<file path="src/rshc_consts.svh">
/*
 * Constants of the regulator sleep and hardware-control configuration block.
 * Assumes inclusion by bare name from SystemVerilog design files.
 */
`ifndef RSHC_CONSTS_SVH
`define RSHC_CONSTS_SVH

// Register indices; byte address is four times the index
`define RSHC_IDX_CONV_SLP   16'h4067
`define RSHC_IDX_REG_CTL    16'h4068
`define RSHC_IDX_REG_AUX    16'h4080
`define RSHC_IDX_IRQ_STS    16'h4081
`define RSHC_IDX_IRQ_MSK    16'h4082
`define RSHC_IDX_STATE      16'h4083

// Writable bit masks and reset values
`define RSHC_CS_MASK        32'h0000E37F
`define RSHC_CS_RESET       32'h00000300
`define RSHC_RC_MASK        32'h0000DFC1
`define RSHC_RC_RESET       32'h00000200
`define RSHC_AUX_MASK       32'h00011F1F
`define RSHC_AUX_RESET      32'h00000000
`define RSHC_IRQ_MASK       32'h00000007
`define RSHC_IRQ_RESET      3'h0
`define RSHC_CS_MODE_RESET  2'h3

// Converter sleep control fields
`define RSHC_CS_SLOT        15:13
`define RSHC_CS_MODE        9:8
`define RSHC_CS_VSEL        6:0

// Regulator control fields
`define RSHC_RC_ERR         15:14
`define RSHC_RC_SRC         12:11
`define RSHC_RC_VPICK       10
`define RSHC_RC_HWMODE      9:8
`define RSHC_RC_FLOAT       7
`define RSHC_RC_SWITCH      6
`define RSHC_RC_LPSEL       0

// Regulator auxiliary fields
`define RSHC_AUX_ONV        4:0
`define RSHC_AUX_SLPV       12:8
`define RSHC_AUX_ONMODE     16

// Interrupt status bits
`define RSHC_IRQ_UV         0
`define RSHC_IRQ_SLOT       1
`define RSHC_IRQ_HWC        2

// Converter sleep voltage scale
`define RSHC_CONV_BASE_MV   12'h352
`define RSHC_CONV_STEP_MV   12'h019
`define RSHC_CONV_SAT_CODE  7'h66

`endif

</file>
<file path="src/rshc_pkg.sv">
/*
 * Types of the regulator sleep and hardware-control configuration block.
 * Assumes nothing of its surroundings.
 */
package rshc_pkg;

	typedef enum logic [1:0] {
		RSHC_ACT_TRANSITION = 2'b00,
		RSHC_ACT_DISABLE    = 2'b01,
		RSHC_ACT_ENTER      = 2'b10
	} rshc_slp_act_t;

	typedef enum logic [1:0] {
		RSHC_MODE_FCCM = 2'b00,
		RSHC_MODE_AUTO = 2'b01,
		RSHC_MODE_LDO  = 2'b10,
		RSHC_MODE_HYST = 2'b11
	} rshc_conv_mode_t;

	typedef enum logic [1:0] {
		RSHC_ERR_IGNORE = 2'b00,
		RSHC_ERR_SHUT   = 2'b01,
		RSHC_ERR_RESET  = 2'b10,
		RSHC_ERR_RSVD   = 2'b11
	} rshc_err_act_t;

	typedef enum logic [2:0] {
		RSHC_SEL_NONE  = 3'b000,
		RSHC_SEL_CS    = 3'b001,
		RSHC_SEL_RC    = 3'b010,
		RSHC_SEL_AUX   = 3'b011,
		RSHC_SEL_ISTS  = 3'b100,
		RSHC_SEL_IMSK  = 3'b101,
		RSHC_SEL_STATE = 3'b110
	} rshc_sel_t;

endpackage : rshc_pkg

</file>
<file path="src/rshc_cfg_if.sv">
/*
 * Interface carrying configuration fields from the register bank to the
 * two decode modules and their results back. Assumes one clock domain.
 */
`timescale 1ns/1ps
`default_nettype none

interface rshc_cfg_if;
	logic [2:0]                slot_code;
	logic                      hw_assigned;
	logic [1:0]                slp_mode_code;
	logic [6:0]                slp_vcode;
	rshc_pkg::rshc_slp_act_t   slp_act;
	logic [2:0]                slp_slot;
	rshc_pkg::rshc_conv_mode_t slp_mode;
	logic [11:0]               slp_mv;
	logic [1:0]                src;
	logic                      hw1;
	logic                      hw2;
	logic                      vpick;
	logic [4:0]                on_code;
	logic [4:0]                slp_code;
	logic [1:0]                hwc_mode;
	logic                      on_mode;
	logic                      flt;
	logic                      seq_en;
	logic                      shut;
	logic                      hw_active;
	logic                      en;
	logic [4:0]                vcode;
	logic                      low_power;
	logic                      disch;

	modport bank (output slot_code, hw_assigned, slp_mode_code, slp_vcode, src, hw1, hw2,
		vpick, on_code, slp_code, hwc_mode, on_mode, flt, seq_en, shut,
		input slp_act, slp_slot, slp_mode, slp_mv, hw_active, en, vcode, low_power, disch);
	modport conv (input slot_code, hw_assigned, slp_mode_code, slp_vcode,
		output slp_act, slp_slot, slp_mode, slp_mv);
	modport regl (input src, hw1, hw2, vpick, on_code, slp_code, hwc_mode, on_mode, flt,
		seq_en, shut, output hw_active, en, vcode, low_power, disch);
endinterface : rshc_cfg_if

`default_nettype wire

</file>
<file path="src/rshc_conv_sleep.sv">
/*
 * Decodes the converter sleep slot, operating mode and voltage code.
 * Assumes fields arrive stable from the register bank on the same clock.
 */
`timescale 1ns/1ps
`default_nettype none
`include "rshc_consts.svh"

module rshc_conv_sleep (
	rshc_cfg_if.conv c
);
	logic [6:0] code_sat;

	always_comb begin
		c.slp_slot = 3'h5;
		c.slp_act  = rshc_pkg::RSHC_ACT_TRANSITION;
		case (c.slot_code)
			3'h0: c.slp_slot = 3'h5;
			3'h6: c.slp_slot = 3'h3;
			3'h7: c.slp_slot = 3'h1;
			default: begin
				// Codes 1..5 walk from slot 5 down to slot 1
				c.slp_slot = 3'h6 - c.slot_code;
				c.slp_act  = c.hw_assigned ? rshc_pkg::RSHC_ACT_ENTER
					: rshc_pkg::RSHC_ACT_DISABLE;
			end
		endcase
		c.slp_mode = rshc_pkg::rshc_conv_mode_t'(c.slp_mode_code);
		code_sat   = (c.slp_vcode > `RSHC_CONV_SAT_CODE) ? `RSHC_CONV_SAT_CODE : c.slp_vcode;
		c.slp_mv   = `RSHC_CONV_BASE_MV + 12'(code_sat * `RSHC_CONV_STEP_MV);
	end
endmodule : rshc_conv_sleep

`default_nettype wire

</file>
<file path="src/rshc_reg_ctrl.sv">
/*
 * Resolves the regulator's hardware control: source, voltage and mode.
 * Assumes hardware control inputs are already synchronised.
 */
`timescale 1ns/1ps
`default_nettype none

module rshc_reg_ctrl (
	rshc_cfg_if.regl r
);
	always_comb begin
		case (r.src)
			2'b01:   r.hw_active = r.hw1;
			2'b10:   r.hw_active = r.hw2;
			2'b11:   r.hw_active = r.hw1 | r.hw2;
			default: r.hw_active = 1'b0;
		endcase
		r.en        = r.seq_en;
		r.low_power = r.on_mode;
		r.vcode     = r.on_code;
		if (r.hw_active) begin
			r.vcode = r.vpick ? r.slp_code : r.on_code;
			case (r.hwc_mode)
				2'b01: begin
					r.en        = 1'b0;
					r.low_power = 1'b0;
				end
				2'b11: begin
					// Mode 11 keeps the regulator running, in its ON mode
					r.en        = 1'b1;
					r.low_power = r.on_mode;
				end
				default: begin
					r.en        = 1'b1;
					r.low_power = 1'b1;
				end
			endcase
		end
		if (r.shut) begin
			r.en = 1'b0;
		end
		r.disch = ~r.en & ~r.flt;
	end
endmodule : rshc_reg_ctrl

`default_nettype wire

</file>
<file path="src/rshc_top.sv">
/*
 * Register bank for converter sleep control and regulator control, with
 * an APB slave, undervoltage handling and one level interrupt.
 * Assumes sequencer signals share clk_sys; hardware control and
 * undervoltage inputs are asynchronous pins.
 */
`timescale 1ns/1ps
`default_nettype none
`include "rshc_consts.svh"

module rshc_top (
	// Clock, reset, enable
	input  wire logic        clk_sys,
	input  wire logic        rst_n,
	input  wire logic        ce,
	// APB slave
	input  wire logic        psel,
	input  wire logic        penable,
	input  wire logic        pwrite,
	input  wire logic [17:0] paddr,
	input  wire logic [31:0] pwdata,
	input  wire logic [3:0]  pstrb,
	output logic      [31:0] prdata,
	output logic             pready,
	output logic             pslverr,
	// Sequencer, same clock
	input  wire logic        seq_sleep,
	input  wire logic        seq_slot_strobe,
	input  wire logic [2:0]  seq_slot_num,
	input  wire logic        conv_hw_assigned,
	input  wire logic        reg_seq_enable,
	// Asynchronous pins
	input  wire logic        hwctl1_pin,
	input  wire logic        hwctl2_pin,
	input  wire logic        reg_uv_pin,
	// Converter sleep outputs
	output logic             conv_sleep_transition,
	output logic             conv_sleep_disable,
	output logic             conv_sleep_enter,
	output logic      [1:0]  conv_sleep_op_mode,
	output logic      [11:0] conv_sleep_mv,
	// Regulator outputs
	output logic             reg_enable,
	output logic      [4:0]  reg_voltage_code,
	output logic             reg_low_power,
	output logic             reg_lp_min_iq,
	output logic             reg_discharge,
	output logic             reg_switch_mode,
	output logic             dev_reset_req,
	// Interrupt
	output logic             irq
);

	rshc_cfg_if cfg ();

	// Register selection from a byte address
	function automatic rshc_pkg::rshc_sel_t sel_of(input logic [17:0] a);
		logic [15:0] idx;
		idx = a[17:2];
		if (a[1:0] != 2'h0) begin
			sel_of = rshc_pkg::RSHC_SEL_NONE;
		end else begin
			case (idx)
				`RSHC_IDX_CONV_SLP: sel_of = rshc_pkg::RSHC_SEL_CS;
				`RSHC_IDX_REG_CTL:  sel_of = rshc_pkg::RSHC_SEL_RC;
				`RSHC_IDX_REG_AUX:  sel_of = rshc_pkg::RSHC_SEL_AUX;
				`RSHC_IDX_IRQ_STS:  sel_of = rshc_pkg::RSHC_SEL_ISTS;
				`RSHC_IDX_IRQ_MSK:  sel_of = rshc_pkg::RSHC_SEL_IMSK;
				`RSHC_IDX_STATE:    sel_of = rshc_pkg::RSHC_SEL_STATE;
				default:            sel_of = rshc_pkg::RSHC_SEL_NONE;
			endcase
		end
	endfunction : sel_of

	// Byte-lane merge, then keep only defined bits
	function automatic logic [31:0] merge(input logic [31:0] old, input logic [31:0] wd,
		input logic [3:0] st, input logic [31:0] msk);
		logic [31:0] m;
		m = old;
		for (int i = 0; i < 4; i++) begin
			if (st[i]) begin
				m[i*8 +: 8] = wd[i*8 +: 8];
			end
		end
		merge = m & msk;
	endfunction : merge

	// Pin synchronisers
	logic [2:0] pin_s1_q;
	logic [2:0] pin_s1_d;
	logic [2:0] pin_s2_q;
	logic [2:0] pin_s2_d;

	always_comb begin
		pin_s1_d = {reg_uv_pin, hwctl2_pin, hwctl1_pin};
		pin_s2_d = pin_s1_q;
	end

	always_ff @(posedge clk_sys) begin
		if (!rst_n) begin
			pin_s1_q <= 3'h0;
			pin_s2_q <= 3'h0;
		end else if (ce) begin
			pin_s1_q <= pin_s1_d;
			pin_s2_q <= pin_s2_d;
		end
	end

	logic hw1_s;
	logic hw2_s;
	logic uv_s;

	always_comb begin
		hw1_s = pin_s2_q[0];
		hw2_s = pin_s2_q[1];
		uv_s  = pin_s2_q[2];
	end

	// Register bank state
	logic [31:0]         cs_q;
	logic [31:0]         cs_d;
	logic [31:0]         rc_q;
	logic [31:0]         rc_d;
	logic [31:0]         aux_q;
	logic [31:0]         aux_d;
	logic [2:0]          ists_q;
	logic [2:0]          ists_d;
	logic [2:0]          imsk_q;
	logic [2:0]          imsk_d;
	logic                shut_q;
	logic                shut_d;
	logic                uv_prev_q;
	logic                uv_prev_d;
	logic                hwa_prev_q;
	logic                hwa_prev_d;
	logic [31:0]         rdata_q;
	logic [31:0]         rdata_d;
	logic                rerr_q;
	logic                rerr_d;
	logic [2:0]          events;
	logic                wr_en;
	logic                setup;
	rshc_pkg::rshc_sel_t sel;
	rshc_pkg::rshc_err_act_t err_act;
	logic [31:0]         state_word;
	logic                slot_hit;

	// Bank fields onto the decode modules
	always_comb begin
		cfg.slot_code     = cs_q[`RSHC_CS_SLOT];
		cfg.hw_assigned   = conv_hw_assigned;
		cfg.slp_mode_code = cs_q[`RSHC_CS_MODE];
		cfg.slp_vcode     = cs_q[`RSHC_CS_VSEL];
		cfg.src           = rc_q[`RSHC_RC_SRC];
		cfg.hw1           = hw1_s;
		cfg.hw2           = hw2_s;
		cfg.vpick         = rc_q[`RSHC_RC_VPICK];
		cfg.on_code       = aux_q[`RSHC_AUX_ONV];
		cfg.slp_code      = aux_q[`RSHC_AUX_SLPV];
		cfg.hwc_mode      = rc_q[`RSHC_RC_HWMODE];
		cfg.on_mode       = aux_q[`RSHC_AUX_ONMODE];
		cfg.flt           = rc_q[`RSHC_RC_FLOAT];
		cfg.seq_en        = reg_seq_enable;
		cfg.shut          = shut_q;
	end

	rshc_conv_sleep u_conv (
		.c (cfg.conv)
	);

	rshc_reg_ctrl u_regl (
		.r (cfg.regl)
	);

	// Bus decode; zero wait states, data captured in the setup cycle
	always_comb begin
		setup  = psel & ~penable;
		sel    = sel_of(paddr);
		wr_en  = psel & penable & pwrite & (sel != rshc_pkg::RSHC_SEL_NONE);
		pready = 1'b1;
		prdata = rdata_q;
		pslverr = psel & penable & rerr_q;
	end

	always_comb begin
		state_word = {26'h0, shut_q, uv_s, hw2_s, hw1_s, cfg.en, cfg.hw_active};
		rdata_d    = rdata_q;
		rerr_d     = rerr_q;
		if (setup) begin
			rerr_d = (sel == rshc_pkg::RSHC_SEL_NONE);
			case (sel)
				rshc_pkg::RSHC_SEL_CS:    rdata_d = cs_q;
				rshc_pkg::RSHC_SEL_RC:    rdata_d = rc_q;
				rshc_pkg::RSHC_SEL_AUX:   rdata_d = aux_q;
				rshc_pkg::RSHC_SEL_ISTS:  rdata_d = {29'h0, ists_q};
				rshc_pkg::RSHC_SEL_IMSK:  rdata_d = {29'h0, imsk_q};
				rshc_pkg::RSHC_SEL_STATE: rdata_d = state_word;
				default:                  rdata_d = 32'h0;
			endcase
		end
	end

	// Register writes and event tracking
	always_comb begin
		cs_d       = cs_q;
		rc_d       = rc_q;
		aux_d      = aux_q;
		imsk_d     = imsk_q;
		err_act    = rshc_pkg::rshc_err_act_t'(rc_q[`RSHC_RC_ERR]);
		uv_prev_d  = uv_s;
		hwa_prev_d = cfg.hw_active;
		slot_hit   = seq_sleep & seq_slot_strobe & (seq_slot_num == cfg.slp_slot);
		events     = 3'h0;
		events[`RSHC_IRQ_UV]   = uv_s & ~uv_prev_q;
		events[`RSHC_IRQ_SLOT] = slot_hit;
		events[`RSHC_IRQ_HWC]  = cfg.hw_active & ~hwa_prev_q;
		if (wr_en) begin
			case (sel)
				rshc_pkg::RSHC_SEL_CS:   cs_d  = merge(cs_q, pwdata, pstrb, `RSHC_CS_MASK);
				rshc_pkg::RSHC_SEL_RC:   rc_d  = merge(rc_q, pwdata, pstrb, `RSHC_RC_MASK);
				rshc_pkg::RSHC_SEL_AUX:  aux_d = merge(aux_q, pwdata, pstrb, `RSHC_AUX_MASK);
				rshc_pkg::RSHC_SEL_IMSK: imsk_d = imsk_q;
				default:                 cs_d  = cs_q;
			endcase
			if (sel == rshc_pkg::RSHC_SEL_IMSK && pstrb[0]) begin
				imsk_d = pwdata[2:0];
			end
		end
		// Write one clears; a same-cycle event wins
		ists_d = ists_q;
		if (wr_en && sel == rshc_pkg::RSHC_SEL_ISTS && pstrb[0]) begin
			ists_d = ists_q & ~pwdata[2:0];
		end
		ists_d = ists_d | events;
		// Shutdown holds until the undervoltage status is cleared
		shut_d = shut_q;
		if (!ists_d[`RSHC_IRQ_UV]) begin
			shut_d = 1'b0;
		end
		if (events[`RSHC_IRQ_UV] && err_act == rshc_pkg::RSHC_ERR_SHUT) begin
			shut_d = 1'b1;
		end
	end

	always_ff @(posedge clk_sys) begin
		if (!rst_n) begin
			cs_q       <= `RSHC_CS_RESET;
			rc_q       <= `RSHC_RC_RESET;
			aux_q      <= `RSHC_AUX_RESET;
			ists_q     <= `RSHC_IRQ_RESET;
			imsk_q     <= `RSHC_IRQ_RESET;
			shut_q     <= 1'b0;
			uv_prev_q  <= 1'b0;
			hwa_prev_q <= 1'b0;
			rdata_q    <= 32'h0;
			rerr_q     <= 1'b0;
		end else if (ce) begin
			cs_q       <= cs_d;
			rc_q       <= rc_d;
			aux_q      <= aux_d;
			ists_q     <= ists_d;
			imsk_q     <= imsk_d;
			shut_q     <= shut_d;
			uv_prev_q  <= uv_prev_d;
			hwa_prev_q <= hwa_prev_d;
			rdata_q    <= rdata_d;
			rerr_q     <= rerr_d;
		end
	end

	// Registered outputs
	logic        trans_d;
	logic        disab_d;
	logic        enter_d;
	logic        rst_req_d;
	logic        irq_d;
	logic        trans_q;
	logic        disab_q;
	logic        enter_q;
	logic [1:0]  mode_q;
	logic [11:0] mv_q;
	logic        en_q;
	logic [4:0]  vcode_q;
	logic        lowp_q;
	logic        lpmin_q;
	logic        disch_q;
	logic        sw_q;
	logic        rst_req_q;
	logic        irq_q;

	always_comb begin
		trans_d   = slot_hit & (cfg.slp_act == rshc_pkg::RSHC_ACT_TRANSITION);
		disab_d   = slot_hit & (cfg.slp_act == rshc_pkg::RSHC_ACT_DISABLE);
		enter_d   = slot_hit & (cfg.slp_act == rshc_pkg::RSHC_ACT_ENTER);
		rst_req_d = events[`RSHC_IRQ_UV] & (err_act == rshc_pkg::RSHC_ERR_RESET);
		irq_d     = |(ists_d & imsk_d);
	end

	always_ff @(posedge clk_sys) begin
		if (!rst_n) begin
			trans_q   <= 1'b0;
			disab_q   <= 1'b0;
			enter_q   <= 1'b0;
			mode_q    <= `RSHC_CS_MODE_RESET;
			mv_q      <= `RSHC_CONV_BASE_MV;
			en_q      <= 1'b0;
			vcode_q   <= 5'h00;
			lowp_q    <= 1'b0;
			lpmin_q   <= 1'b0;
			disch_q   <= 1'b0;
			sw_q      <= 1'b0;
			rst_req_q <= 1'b0;
			irq_q     <= 1'b0;
		end else if (ce) begin
			trans_q   <= trans_d;
			disab_q   <= disab_d;
			enter_q   <= enter_d;
			mode_q    <= cfg.slp_mode;
			mv_q      <= cfg.slp_mv;
			en_q      <= cfg.en;
			vcode_q   <= cfg.vcode;
			lowp_q    <= cfg.low_power;
			lpmin_q   <= rc_q[`RSHC_RC_LPSEL];
			disch_q   <= cfg.disch;
			sw_q      <= rc_q[`RSHC_RC_SWITCH];
			rst_req_q <= rst_req_d;
			irq_q     <= irq_d;
		end
	end

	always_comb begin
		conv_sleep_transition = trans_q;
		conv_sleep_disable    = disab_q;
		conv_sleep_enter      = enter_q;
		conv_sleep_op_mode    = mode_q;
		conv_sleep_mv         = mv_q;
		reg_enable            = en_q;
		reg_voltage_code      = vcode_q;
		reg_low_power         = lowp_q;
		reg_lp_min_iq         = lpmin_q;
		reg_discharge         = disch_q;
		reg_switch_mode       = sw_q;
		dev_reset_req         = rst_req_q;
		irq                   = irq_q;
	end

endmodule : rshc_top

`default_nettype wire

</file>
<file path="config.mk">
export PLATFORM = sky130hd
export DESIGN_NAME = rshc_top
export DESIGN_NICKNAME = d
export VERILOG_FILES = /design/src/rshc_pkg.sv /design/src/rshc_cfg_if.sv /design/src/rshc_conv_sleep.sv /design/src/rshc_reg_ctrl.sv /design/src/rshc_top.sv
export VERILOG_INCLUDE_DIRS = /design/src
export SDC_FILE = /design/constraint.sdc
export NUM_CORES = 1
export LEC_CHECK = 0
export ABC_AREA = 1
export ABC_CLOCK_PERIOD_IN_PS = 4800
export BUFFER_PORTS_ARGS = -buffer_cell sky130_fd_sc_hd__buf_2
export CORE_UTILIZATION = 45
export CTS_CLUSTER_DIAMETER = 100
export CTS_CLUSTER_SIZE = 14
export DETAILED_ROUTE_END_ITERATION = 8
export GPL_TIMING_DRIVEN = 1
export MAX_ROUTING_LAYER = met4
export PLACE_DENSITY = 0.69
export SYNTH_ARGS = -nofsm -noshare
export SYNTH_HDL_FRONTEND = slang
export SYNTH_SLANG_ARGS = --single-unit
</file>
<file path="constraint.sdc">
create_clock -name clk_sys -period 4.8 [get_ports clk_sys]
set_input_delay 0.48 -clock clk_sys [delete_from_list [all_inputs] [get_ports clk_sys]]
set_output_delay 0.48 -clock clk_sys [all_outputs]
set_load 0.1 [all_outputs]
</file>
After elaboration in Yosys (flattened, before gate mapping). Cells that the tools add are included. W data, S select, Z words.

$add $sub $neg: 2. Multiply operators: 1. Magnitude comparators: 1. Equal/unequal tests: 25. Mux-type cells: 20. Bitwise logic cells: 24. Reduce and logical (&&, ||, !) cells: 20.

Operator list (number): $pmux W17 S6 (1); $eq A16 B15 Y1 const B (6); $reduce_and A4 Y1 (7); $pmux W3 S6 (1); $eq A3 B3 Y1 const B (5); $and A1 B1 Y1 (14); $add A10 B12 Y12 const A (1); $mul A7 B5 Y12 const B (1); $mux W3 (4); $eq A2 B2 Y1 const B (5); $mux W5 (2); $pmux W3 S3 (1); $eq A2 B1 Y1 const B (4); $gt A7 B7 Y1 const B (1); $mux W7 (1); $and A3 B3 Y3 (2); $eq A3 B2 Y1 const B (2); $logic_not A3 Y1 (2); $mux W1 (6); $reduce_or A3 Y1 (2); $not A1 Y1 (5); $logic_and A1 B1 Y1 (4); $mux W2 (2); $reduce_and A2 Y1 (2); other kinds (12) (12).

Register bits: 110. Input bits: 70. Output and inout port bits: 63. Logic and storage cells: 122.

Depth between registers and ports, before layout. Gate-level depths: netlist of run 1.

Word-level depth: 11. Depth in mapped cells: 25. Mapped depth without buffers: 25.

Cells and area by module. A second synthesis of run 1 with hierarchy kept.

Cell total of the unflattened synthesis: 769. Area, all modules: 5388.9 µm².

Modules (own cells, without submodules): rshc_top (times used 1, cells each 604, area an instance 4381.7 µm², seq. area each 1901.8 µm²); rshc_conv_sleep (times used 1, cells each 132, area an instance 848.3 µm², seq. area each 0.0 µm²); rshc_reg_ctrl (times used 1, cells each 33, area an instance 158.9 µm², seq. area each 0.0 µm²).

Worst setup path after synthesis of run 1. No wires, ideal clock.

Path kind: register to register. From: register cs_q[0]. To: register mv_q[11] (netlist: conv_sleep_mv[11]). Library setup time: 0.109 ns. Arrival: 3.280 ns. Required time: 4.691 ns. Setup slack: 1.411 ns. Stages on the path, launching flop included: 26. Path buffers: 0. Clock period less this slack: 3.389 ns. Cells stage by stage: dfxtp_1 > inv_1 > nor3_1 > o31ai_1 > inv_1 > nor2_1 > inv_1 > ha_1 > inv_1 > fa_1 > inv_1 > ha_1 > ha_1 > nand3_1 > nand2_1 > nand2_1 > nand2_1 > a21oi_1 > or2_2 > nand2_1 > a21oi_1 > inv_1 > nand2_1 > nand3_1 > nand2_1 > inv_1.

Word-level cells in the longest chain between the ends: 4.

Ends and longest elaborated chain: start, declared (RTL line rshc_top.sv:120) `logic [31:0] cs_q;`; start signal, assigned (RTL line rshc_top.sv:247) `` cs_q <= `RSHC_CS_RESET; ``; start signal, assigned (RTL line rshc_top.sv:258) `cs_q <= cs_d;`; $gt A7 B7 Y1 (no source line); $mux W7 * (RTL line rshc_conv_sleep.sv:29) `` code_sat = (c.slp_vcode > `RSHC_CONV_SAT_CODE) ? `RSHC_CONV_SAT_CODE : c.slp_vcode; ``; $mul A7 B5 Y12 (no source line) *; $add A10 B12 Y12 (no source line) *; end signal, assigned (RTL line rshc_top.sv:305) `` mv_q <= `RSHC_CONV_BASE_MV; ``; end signal, assigned (RTL line rshc_top.sv:319) `mv_q <= cfg.slp_mv;`; end, declared (RTL line rshc_top.sv:281) `logic [11:0] mv_q;`.

Mark *: on every way between the ends. The rest lies on a longest branch, timed or not. A chain may end at the register's enable or synchronous reset.

Final worst setup path of run 1. Same ends and word-level chain as after synthesis.

==> summary.txt, run 1 <==
Worst setup path
  • CP required: 5.05 ns
  • CP bufs+invs: 7
  • CP peak stage delay: 0.53 ns
  • Worst setup EP type: flip-flop
  • Most frequent CP cell: inv_1
  • Crit path kind: flip-flop to flip-flop
  • Family with the most delay on the worst path: adder cells
  • Worst Path Arrival: 4.01 ns
  • Crit path launch: cs_q[0]
  • Setup crit start kind: flip-flop
  • Critical path peak fanout: 4
  • Worst path slowest cell: fa_1
  • R2R Path Start: cs_q[0]

Floorplanning
  • Num rows: 38
  • Initial Util: 47.02%
  • IO Count: 133
  • Die area: 12010 sq um
  • Horiz. Die Dim: 109.6 microns
  • Core area: 11080 sq um
  • DIE HEIGHT: 109.6 microns

STA
  • Final min period: 3.762 ns
  • Finish-stage setup viols: 0
  • Slew @ Worst Pin: 1.007 ns
  • Final Hold Fails: 0
  • Setup Skew: 0.003848 ns
  • Worst slew margin: 32.86%
  • Fmax: 265.8 MHz
  • Fin Setup TNS: 0 ns
  • Fin crit share: 78.38%
  • Slew Limit Fails: 0
  • Unrepaired setup endpoints after global routing: false

Yosys
  • Most common flop cell mapped by yosys: dfxtp_1
  • Sequential share of the synthesized area: 36.51%
  • Mapped Area: 5209 sq um
  • Largest cells by area after synthesis: dfxtp_1 (37%), nand2_1 (9.1%), inv_1 (6.8%), ha_1 (6.5%), a21oi_1 (6.4%)
  • Yosys top cell area share: 36.51%
  • Leading area contributor after synthesis: dfxtp_1
  • FFs w/ async S/R, synth: 0%
  • Synth unique cells: 45
  • Syn Inst Count: 721
  • Yosys reg bits: 95
  • Syn Area/Cell: 7.224 sq um
  • YS warnings: 0
  • EDFF count, synth: 0

GRT
  • Congestion Overflow GR: 0
  • Largest net degree at the start of global routing: 58
  • Number of global-route vias before repair: 4501
  • All-Layer GR Usage: 24.28%
  • Initial antenna violation count: 0
  • Global-route wire length before repair: 21.46 mm

Final layout
  • Commonest cells after routing, fill and taps aside: nand2_1 (126), buf_2 (100), dfxtp_1 (95)
  • Layout cells sized above 1: 19.83%
  • Layout Utilization: 54.19%
  • Most common cell after layout, fill and taps aside: nand2_1
  • Design area: 6003 sq um
  • Final Non-Filler Cells: 952
  • Area growth from synthesis to layout: 15.25%
  • Diode count: 0
  • # nets final: 908
  • # fillers: 1103

Clock network
  • # hold bufs at CTS: 0
  • Worst-path clk slew: 0.06 ns
  • Post-CTS setup buffer count: 0
  • CTS tree: done
  • Root Buffer: clkbuf_16
  • CTS max path bufs: 2
  • Post-CTS Resized: 0
  • Num CTS Buffers: 9
  • # H-tree levels: 3
  • Clk Latency, worst-skew pair: 0.35 ns
  • # clock sinks: 95

Power
  • Pwr/cell area: 291.3 nW/um^2
  • Final Power: 1.749 mW
  • Peak supply drop: 227.2 uV
  • Leak Pwr: 3.014 nW

Placed design
  • Inst Count DP: 937
  • Number of I/O port buffers: 100
  • Post-placement cell area: 5731 sq um
  • Placer Congestion: 0.8865
  • DP HPWL: 9.978 mm

Worst hold path
  • Worst hold path type: input pin to flip-flop
  • Hold wc startpoint: reg_uv_pin

Routing
  • Post-DRT Antenna Nets: 0
  • DRT iter0 DRCs: 197
  • Vias post-DR: 4892
  • Avg WL per Cell: 14.01 microns
  • Drt drc: 0
  • Final WL: 13.34 mm
  • DRT Pass-1 Iters: 5
  • Vias per inst: 5.139

Run status
  • Status: completed

Job
  • Maxcap violations: 0
-- where the power goes --
part	total, mW	internal [mW]	switching [mW]
clock network	0.670	0.365	0.304
registers	0.816	0.807	0.00904
logic	0.263	0.0480	0.215
-- logic make-up after synthesis --
kind of cell / after synthesis / synth area share [%]
AO/OA/AOI/OAI: 170 / 17.92
XOR/XNOR: 4 / 0.6727
adder cells (fa/ha/maj): 30 / 7.639
buffers and inverters: 143 / 12.01
flip-flops: 95 / 36.51
other: 2 / 0.1442
AND/OR/NAND/NOR: 277 / 25.10
-- metrics by stage --
step	setup WS, ns	hold slack, ns
after floorplan	1.411	0.4411
after global placement	1.109	0.4435
after detailed placement	1.033	0.4558
after CTS	1.017	0.3535
after global routing	0.6936	0.3733
final	1.038	0.3602
-- worst min-delay path: stages --
cell and delay [ns]:
buf_2 0.08, nor2_1 0.03, nor2_1 0.08
-- cells in the mapped netlist (2+ instances only) --
cell type and count:
o211ai_1 6, a21oi_1 67, o21ai_0 56, inv_1 94, o221ai_1 2, nor2_8 2
clkbuf_1 24, nor2_4 8, conb_1 2, nor2_1 71, xor2_1 3, nand2_2 4
nor2_2 5, inv_2 2, and2_1 2, o22ai_1 7, nand2_1 126, ha_1 27
nand3_1 36, nand2_4 5, buf_4 16, o31ai_1 2, nand3_2 4, dfxtp_1 95
fa_1 3, inv_4 2, o21ai_1 16, a31oi_1 3, nor3_1 7, o21ai_2 3
nand4_1 2, clkinv_1 2, a21oi_2 5
-- area by class of cell --
type | instances | area (sq um) | share of cell area (%)
Multi-Input combinational cell | 497 | 2734 | 45.54
Sequential cell | 95 | 1902 | 31.68
Timing Repair Buffer | 104 | 530.5 | 8.837
Inverter | 101 | 389.1 | 6.482
Clock buffer | 11 | 242.7 | 4.043
Tap cell | 140 | 175.2 | 2.918
Clock inverter | 4 | 30.03 | 0.5002
-- per-layer routing --
metal  share of wire [%]  track usage [%]
met5                   0                -
met4                 2.4            9.714
met3                 5.4            5.216
met2                  48            40.25
met1                  45            28.64
-- sequential cells by signal, indices dropped and copies added, names as in the netlist, 2 cells and up --
name,count
reg_voltage_code,5
pin_s1_q,3
prdata,17
conv_sleep_mv,12
rc_q,10
imsk_q,3
pin_s2_q,3
aux_q,11
ists_q,3
cs_q,12
conv_sleep_op_mode,2
-- path summary, 6_finish.rpt --
| check | endpoint | slack [ns] | cells past startpoint |
|---|---|---|---|
| worst min register to register | conv_sleep_disable | 0.46 | 2 |
| worst max register to register | conv_sleep_mv[11] | 1.04 | 25 |
| worst max-delay path | conv_sleep_mv[11] | 1.04 | 25 |
| worst min-delay path | pin_s1_q[2] | 0.36 | 3 |
No activity file was read; power rests on OpenSTA's default activity.
==> run 2, diff against run 1 <==
- ABC_AREA: 1 -> 0
- ABC_CLOCK_PERIOD_IN_PS: 4800 -> 3500
- clock period: 4.8 -> 3.5 ns (I/O delays scaled with it)
==> run 2 against run 1 <==
Net effect: the flow now finishes with violations (DRC); clock power increased by 43%; clock skew grew 0.0068 ns; design area rose by 6.2%; area after synthesis is 3.4% higher; non-clock buffer count is 17 higher; hold slack worse by 0.096 ns; synthesized cell count down 20%; clock-buffer cell count fell by 1; worst setup slack got worse by 0.89 ns.
==> summary.txt, run 2 <==
Run status
  • Status: finished, violations left
  • Failing checks: DRC

Clock network
  • Worst-path clk slew: 0.07 ns (about the same)
  • # H-tree levels: 3 (unchanged)
  • Clk Latency, worst-skew pair: 0.35 ns (about the same)
  • # hold bufs at CTS: 0 (unchanged)
  • Root Buffer: clkbuf_16
  • CTS max path bufs: 2 (unchanged)
  • # clock sinks: 95 (unchanged)
  • CTS tree: done
  • Num CTS Buffers: 9 (unchanged)

Yosys
  • Sequential share of the synthesized area: 35.32% (-1.2 points)
  • Mapped Area: 5384 sq um (+3.4%)
  • Largest cells by area after synthesis: dfxtp_1 (35%), mux2i_1 (10%), nor2b_1 (6.6%), ha_1 (6.3%), nand2_1 (2.6%)
  • Largest family of logic cells by synthesized area: simple AND/OR/NAND/NOR gates
  • Post-synthesis xor/xnor area fraction: 1.464% (+0.79 points)
  • Syn Inst Count: 580 (-20%)
  • Synth Area in Simple Gates: 23.45% (-1.7 points)
  • Multiplexer share of the synthesized area: 11.67% (+12 points)
  • Syn Area/Cell: 9.283 sq um (+28%)
  • Yosys top cell area share: 35.32% (-1.2 points)
  • Yosys reg bits: 95 (unchanged)
  • Leading area contributor after synthesis: dfxtp_1
  • Synth unique cells: 76 (+69%)
  • Most common cell in the netlist: dfxtp_1
  • Synth Area in Adders: 7.390% (-0.25 points)
  • YS warnings: 0 (unchanged)
  • Most common flop cell mapped by yosys: dfxtp_1
  • FFs w/ async S/R, synth: 0% (unchanged)
  • EDFF count, synth: 0 (unchanged)
  • Commonest cells in the netlist: dfxtp_1 (95), nor2b_1 (57), mux2i_1 (56), nand2_1 (38)
  • Compound-gate portion of the synthesized area: 14.27% (-3.7 points)

Floorplanning
  • Die area: 12410 sq um (+3.3%)
  • Initial Util: 46.75% (-0.27 points)
  • Num rows: 39 (+2.6%)
  • IO Count: 133 (unchanged)
  • DIE HEIGHT: 111.4 microns (+1.6%)
  • Horiz. Die Dim: 111.4 microns (+1.6%)
  • Core area: 11520 sq um (+4.0%)

STA
  • Fin crit share: 95.71% (+17 points)
  • Fmax: 298.5 MHz (+12%)
  • Setup Skew: 0.01062 ns (+0.006777 ns)
  • Worst hold slack: 0.2647 ns (-0.09555 ns)
  • Slew @ Worst Pin: 0.9615 ns (-0.04566 ns)
  • Slew Limit Fails: 0 (unchanged)
  • Finish-stage setup viols: 0 (unchanged)
  • Final Hold Fails: 0 (unchanged)
  • Worst slew margin: 35.89% (+3.0 points)
  • Final min period: 3.350 ns (-0.4123 ns)
  • Fin worst setup slack: 0.1502 ns (-0.8877 ns)

Placed design
  • DP HPWL: 10.33 mm (+3.5%)
  • Number of I/O port buffers: 100 (unchanged)
  • Placer Congestion: 0.8968 (+1.2%)
  • Post-Place Setup Slack: -0.05646 ns (-1.090 ns)
  • Post-placement cell area: 6030 sq um (+5.2%)

Job
  • Maxcap violations: 0 (unchanged)

Worst hold path
  • Worst hold stages: 3 (unchanged)
  • Hold wc startpoint: reg_uv_pin
  • Worst hold path type: input pin to flip-flop

Routing
  • Drt drc: 18 (+18)
  • Post-DRT Antenna Nets: 0 (unchanged)
  • Final WL: 14.03 mm (+5.2%)
  • Avg WL per Cell: 16.95 microns (+21%)
  • Vias per inst: 5.610 (+9.2%)
  • DRT iter0 DRCs: 311 (+58%)
  • Vias post-DR: 4645 (-5.0%)
  • DRT Pass-1 Iters: 6 (+1)

Power
  • Pwr/cell area: 367.5 nW/um^2 (+26%)
  • Final Power: 2.342 mW (+34%)
  • Peak supply drop: 229.8 uV (+1.1%)
  • Leak Pwr: 2.708 nW (-10%)

Final layout
  • Layout cells sized above 1: 24.82% (+5.0 points)
  • Layout Utilization: 55.35% (+1.2 points)
  • Diode count: 0 (unchanged)
  • Max FFs per register: 17 (unchanged)
  • Commonest cells after routing, fill and taps aside: buf_2 (100), dfxtp_1 (95), nor2b_1 (57)
  • Most common cell after layout, fill and taps aside: buf_2
  • Area growth from synthesis to layout: 18.38%
  • Design area: 6374 sq um (+6.2%)
  • # nets final: 780 (-14%)

Worst setup path
  • Family with the most delay on the worst path: adder cells
  • Crit path launch: cs_q[4]
  • Crit path kind: flip-flop to flip-flop
  • Worst setup EP type: flip-flop
  • Worst path slowest cell: fa_1
  • Setup crit start kind: flip-flop
  • R2R depth: 15 (-40%)
  • R2R Path Start: cs_q[4]
  • CP required: 3.74 ns (-1.31 ns)
  • WP depth: 15 (-40%)
  • Cells along the critical path: nor2_1, nor2_2, or2_4, ha_4, inv_1, fa_1, inv_1, ha_4, ha_4, a21o_1, a21oi_2, o21ai_1, o41ai_2, mux2i_1, a31o_2
  • CP peak stage delay: 0.52 ns (about the same)
  • CP bufs+invs: 2 (-5)
  • Worst Path Arrival: 3.59 ns (-0.42 ns)
  • Critical path peak fanout: 3 (-1)
  • Reg2Reg Setup Slack: 0.15 ns (-0.89 ns)
  • Most frequent CP cell: ha_4

GRT
  • Initial antenna violation count: 0 (unchanged)
  • Global-route wire length before repair: 22.56 mm (+5.1%)
  • Largest net degree at the start of global routing: 71 (+22%)
  • Congestion Overflow GR: 0 (unchanged)
  • Number of global-route vias before repair: 4547 (+1.0%)
  • All-Layer GR Usage: 23.72% (-0.56 points)
run 2: cells by family after synthesis:
group / count (synthesis)
flops: 95
xor+xnor: 9
simple gates: 210
mux: 62
buf+inv: 69
compound gates: 103
fa+ha+maj: 30
other cells: 2
run 2: area by class of cell:
class	instances	area (sq um)
tap	143	178.9
inverter	23	86.33
timing repair buffer	121	658.1
clock buffer	10	239.0
clock inverter	6	52.55
multi-input combinational	430	3257
fill	1041	5142
sequential	95	1902
run 2: path summary, 6_finish.rpt:
check                                    endpoint
worst max-delay path            conv_sleep_mv[11]
worst max register to register  conv_sleep_mv[11]
worst min register to register         prdata[12]
worst min-delay path                  pin_s1_q[2]
run 2: metal layers:
metal,up-vias,share of wire (%),track usage [%],wire [microns]
li1,2251,-,-,-
met1,2206,44,28.75,6206
met2,170,48,39.13,6738
met3,18,6.3,4.899,878
met4,0,1.5,8.288,208
met5,-,0,-,0
run 2: report_power, final:
part           internal (mW)  total [mW]  switching (mW)
registers               1.09        1.10         0.00891
logic                 0.0662       0.281           0.215
clock network          0.514       0.960           0.446
total                   1.67        2.34           0.669
run 2: what timing repair did:
item                       4_1_cts  5_1_grt
pin swaps                        1        6
setup endpoints to repair        1        3
buffers inserted                 0        1
resized for setup                1        9
run 2: worst register-to-register path, stage by stage, from the launching register on:
cell	delay (ns)
dfxtp_1	0.32
nor2_1	0.14
nor2_2	0.06
or2_4	0.24
ha_4	0.26
inv_1	0.05
fa_1	0.52
inv_1	0.07
ha_4	0.25
ha_4	0.24
a21o_1	0.18
a21oi_2	0.15
o21ai_1	0.08
o41ai_2	0.31
mux2i_1	0.14
a31o_2	0.22
run 2: through the flow:
stage,setup TNS (ns),instances
after floorplan,0,594
after global placement,-0.03172,811
after detailed placement,-0.05646,811
after CTS,0,827
after global routing,-0.007044,828
final,0,828
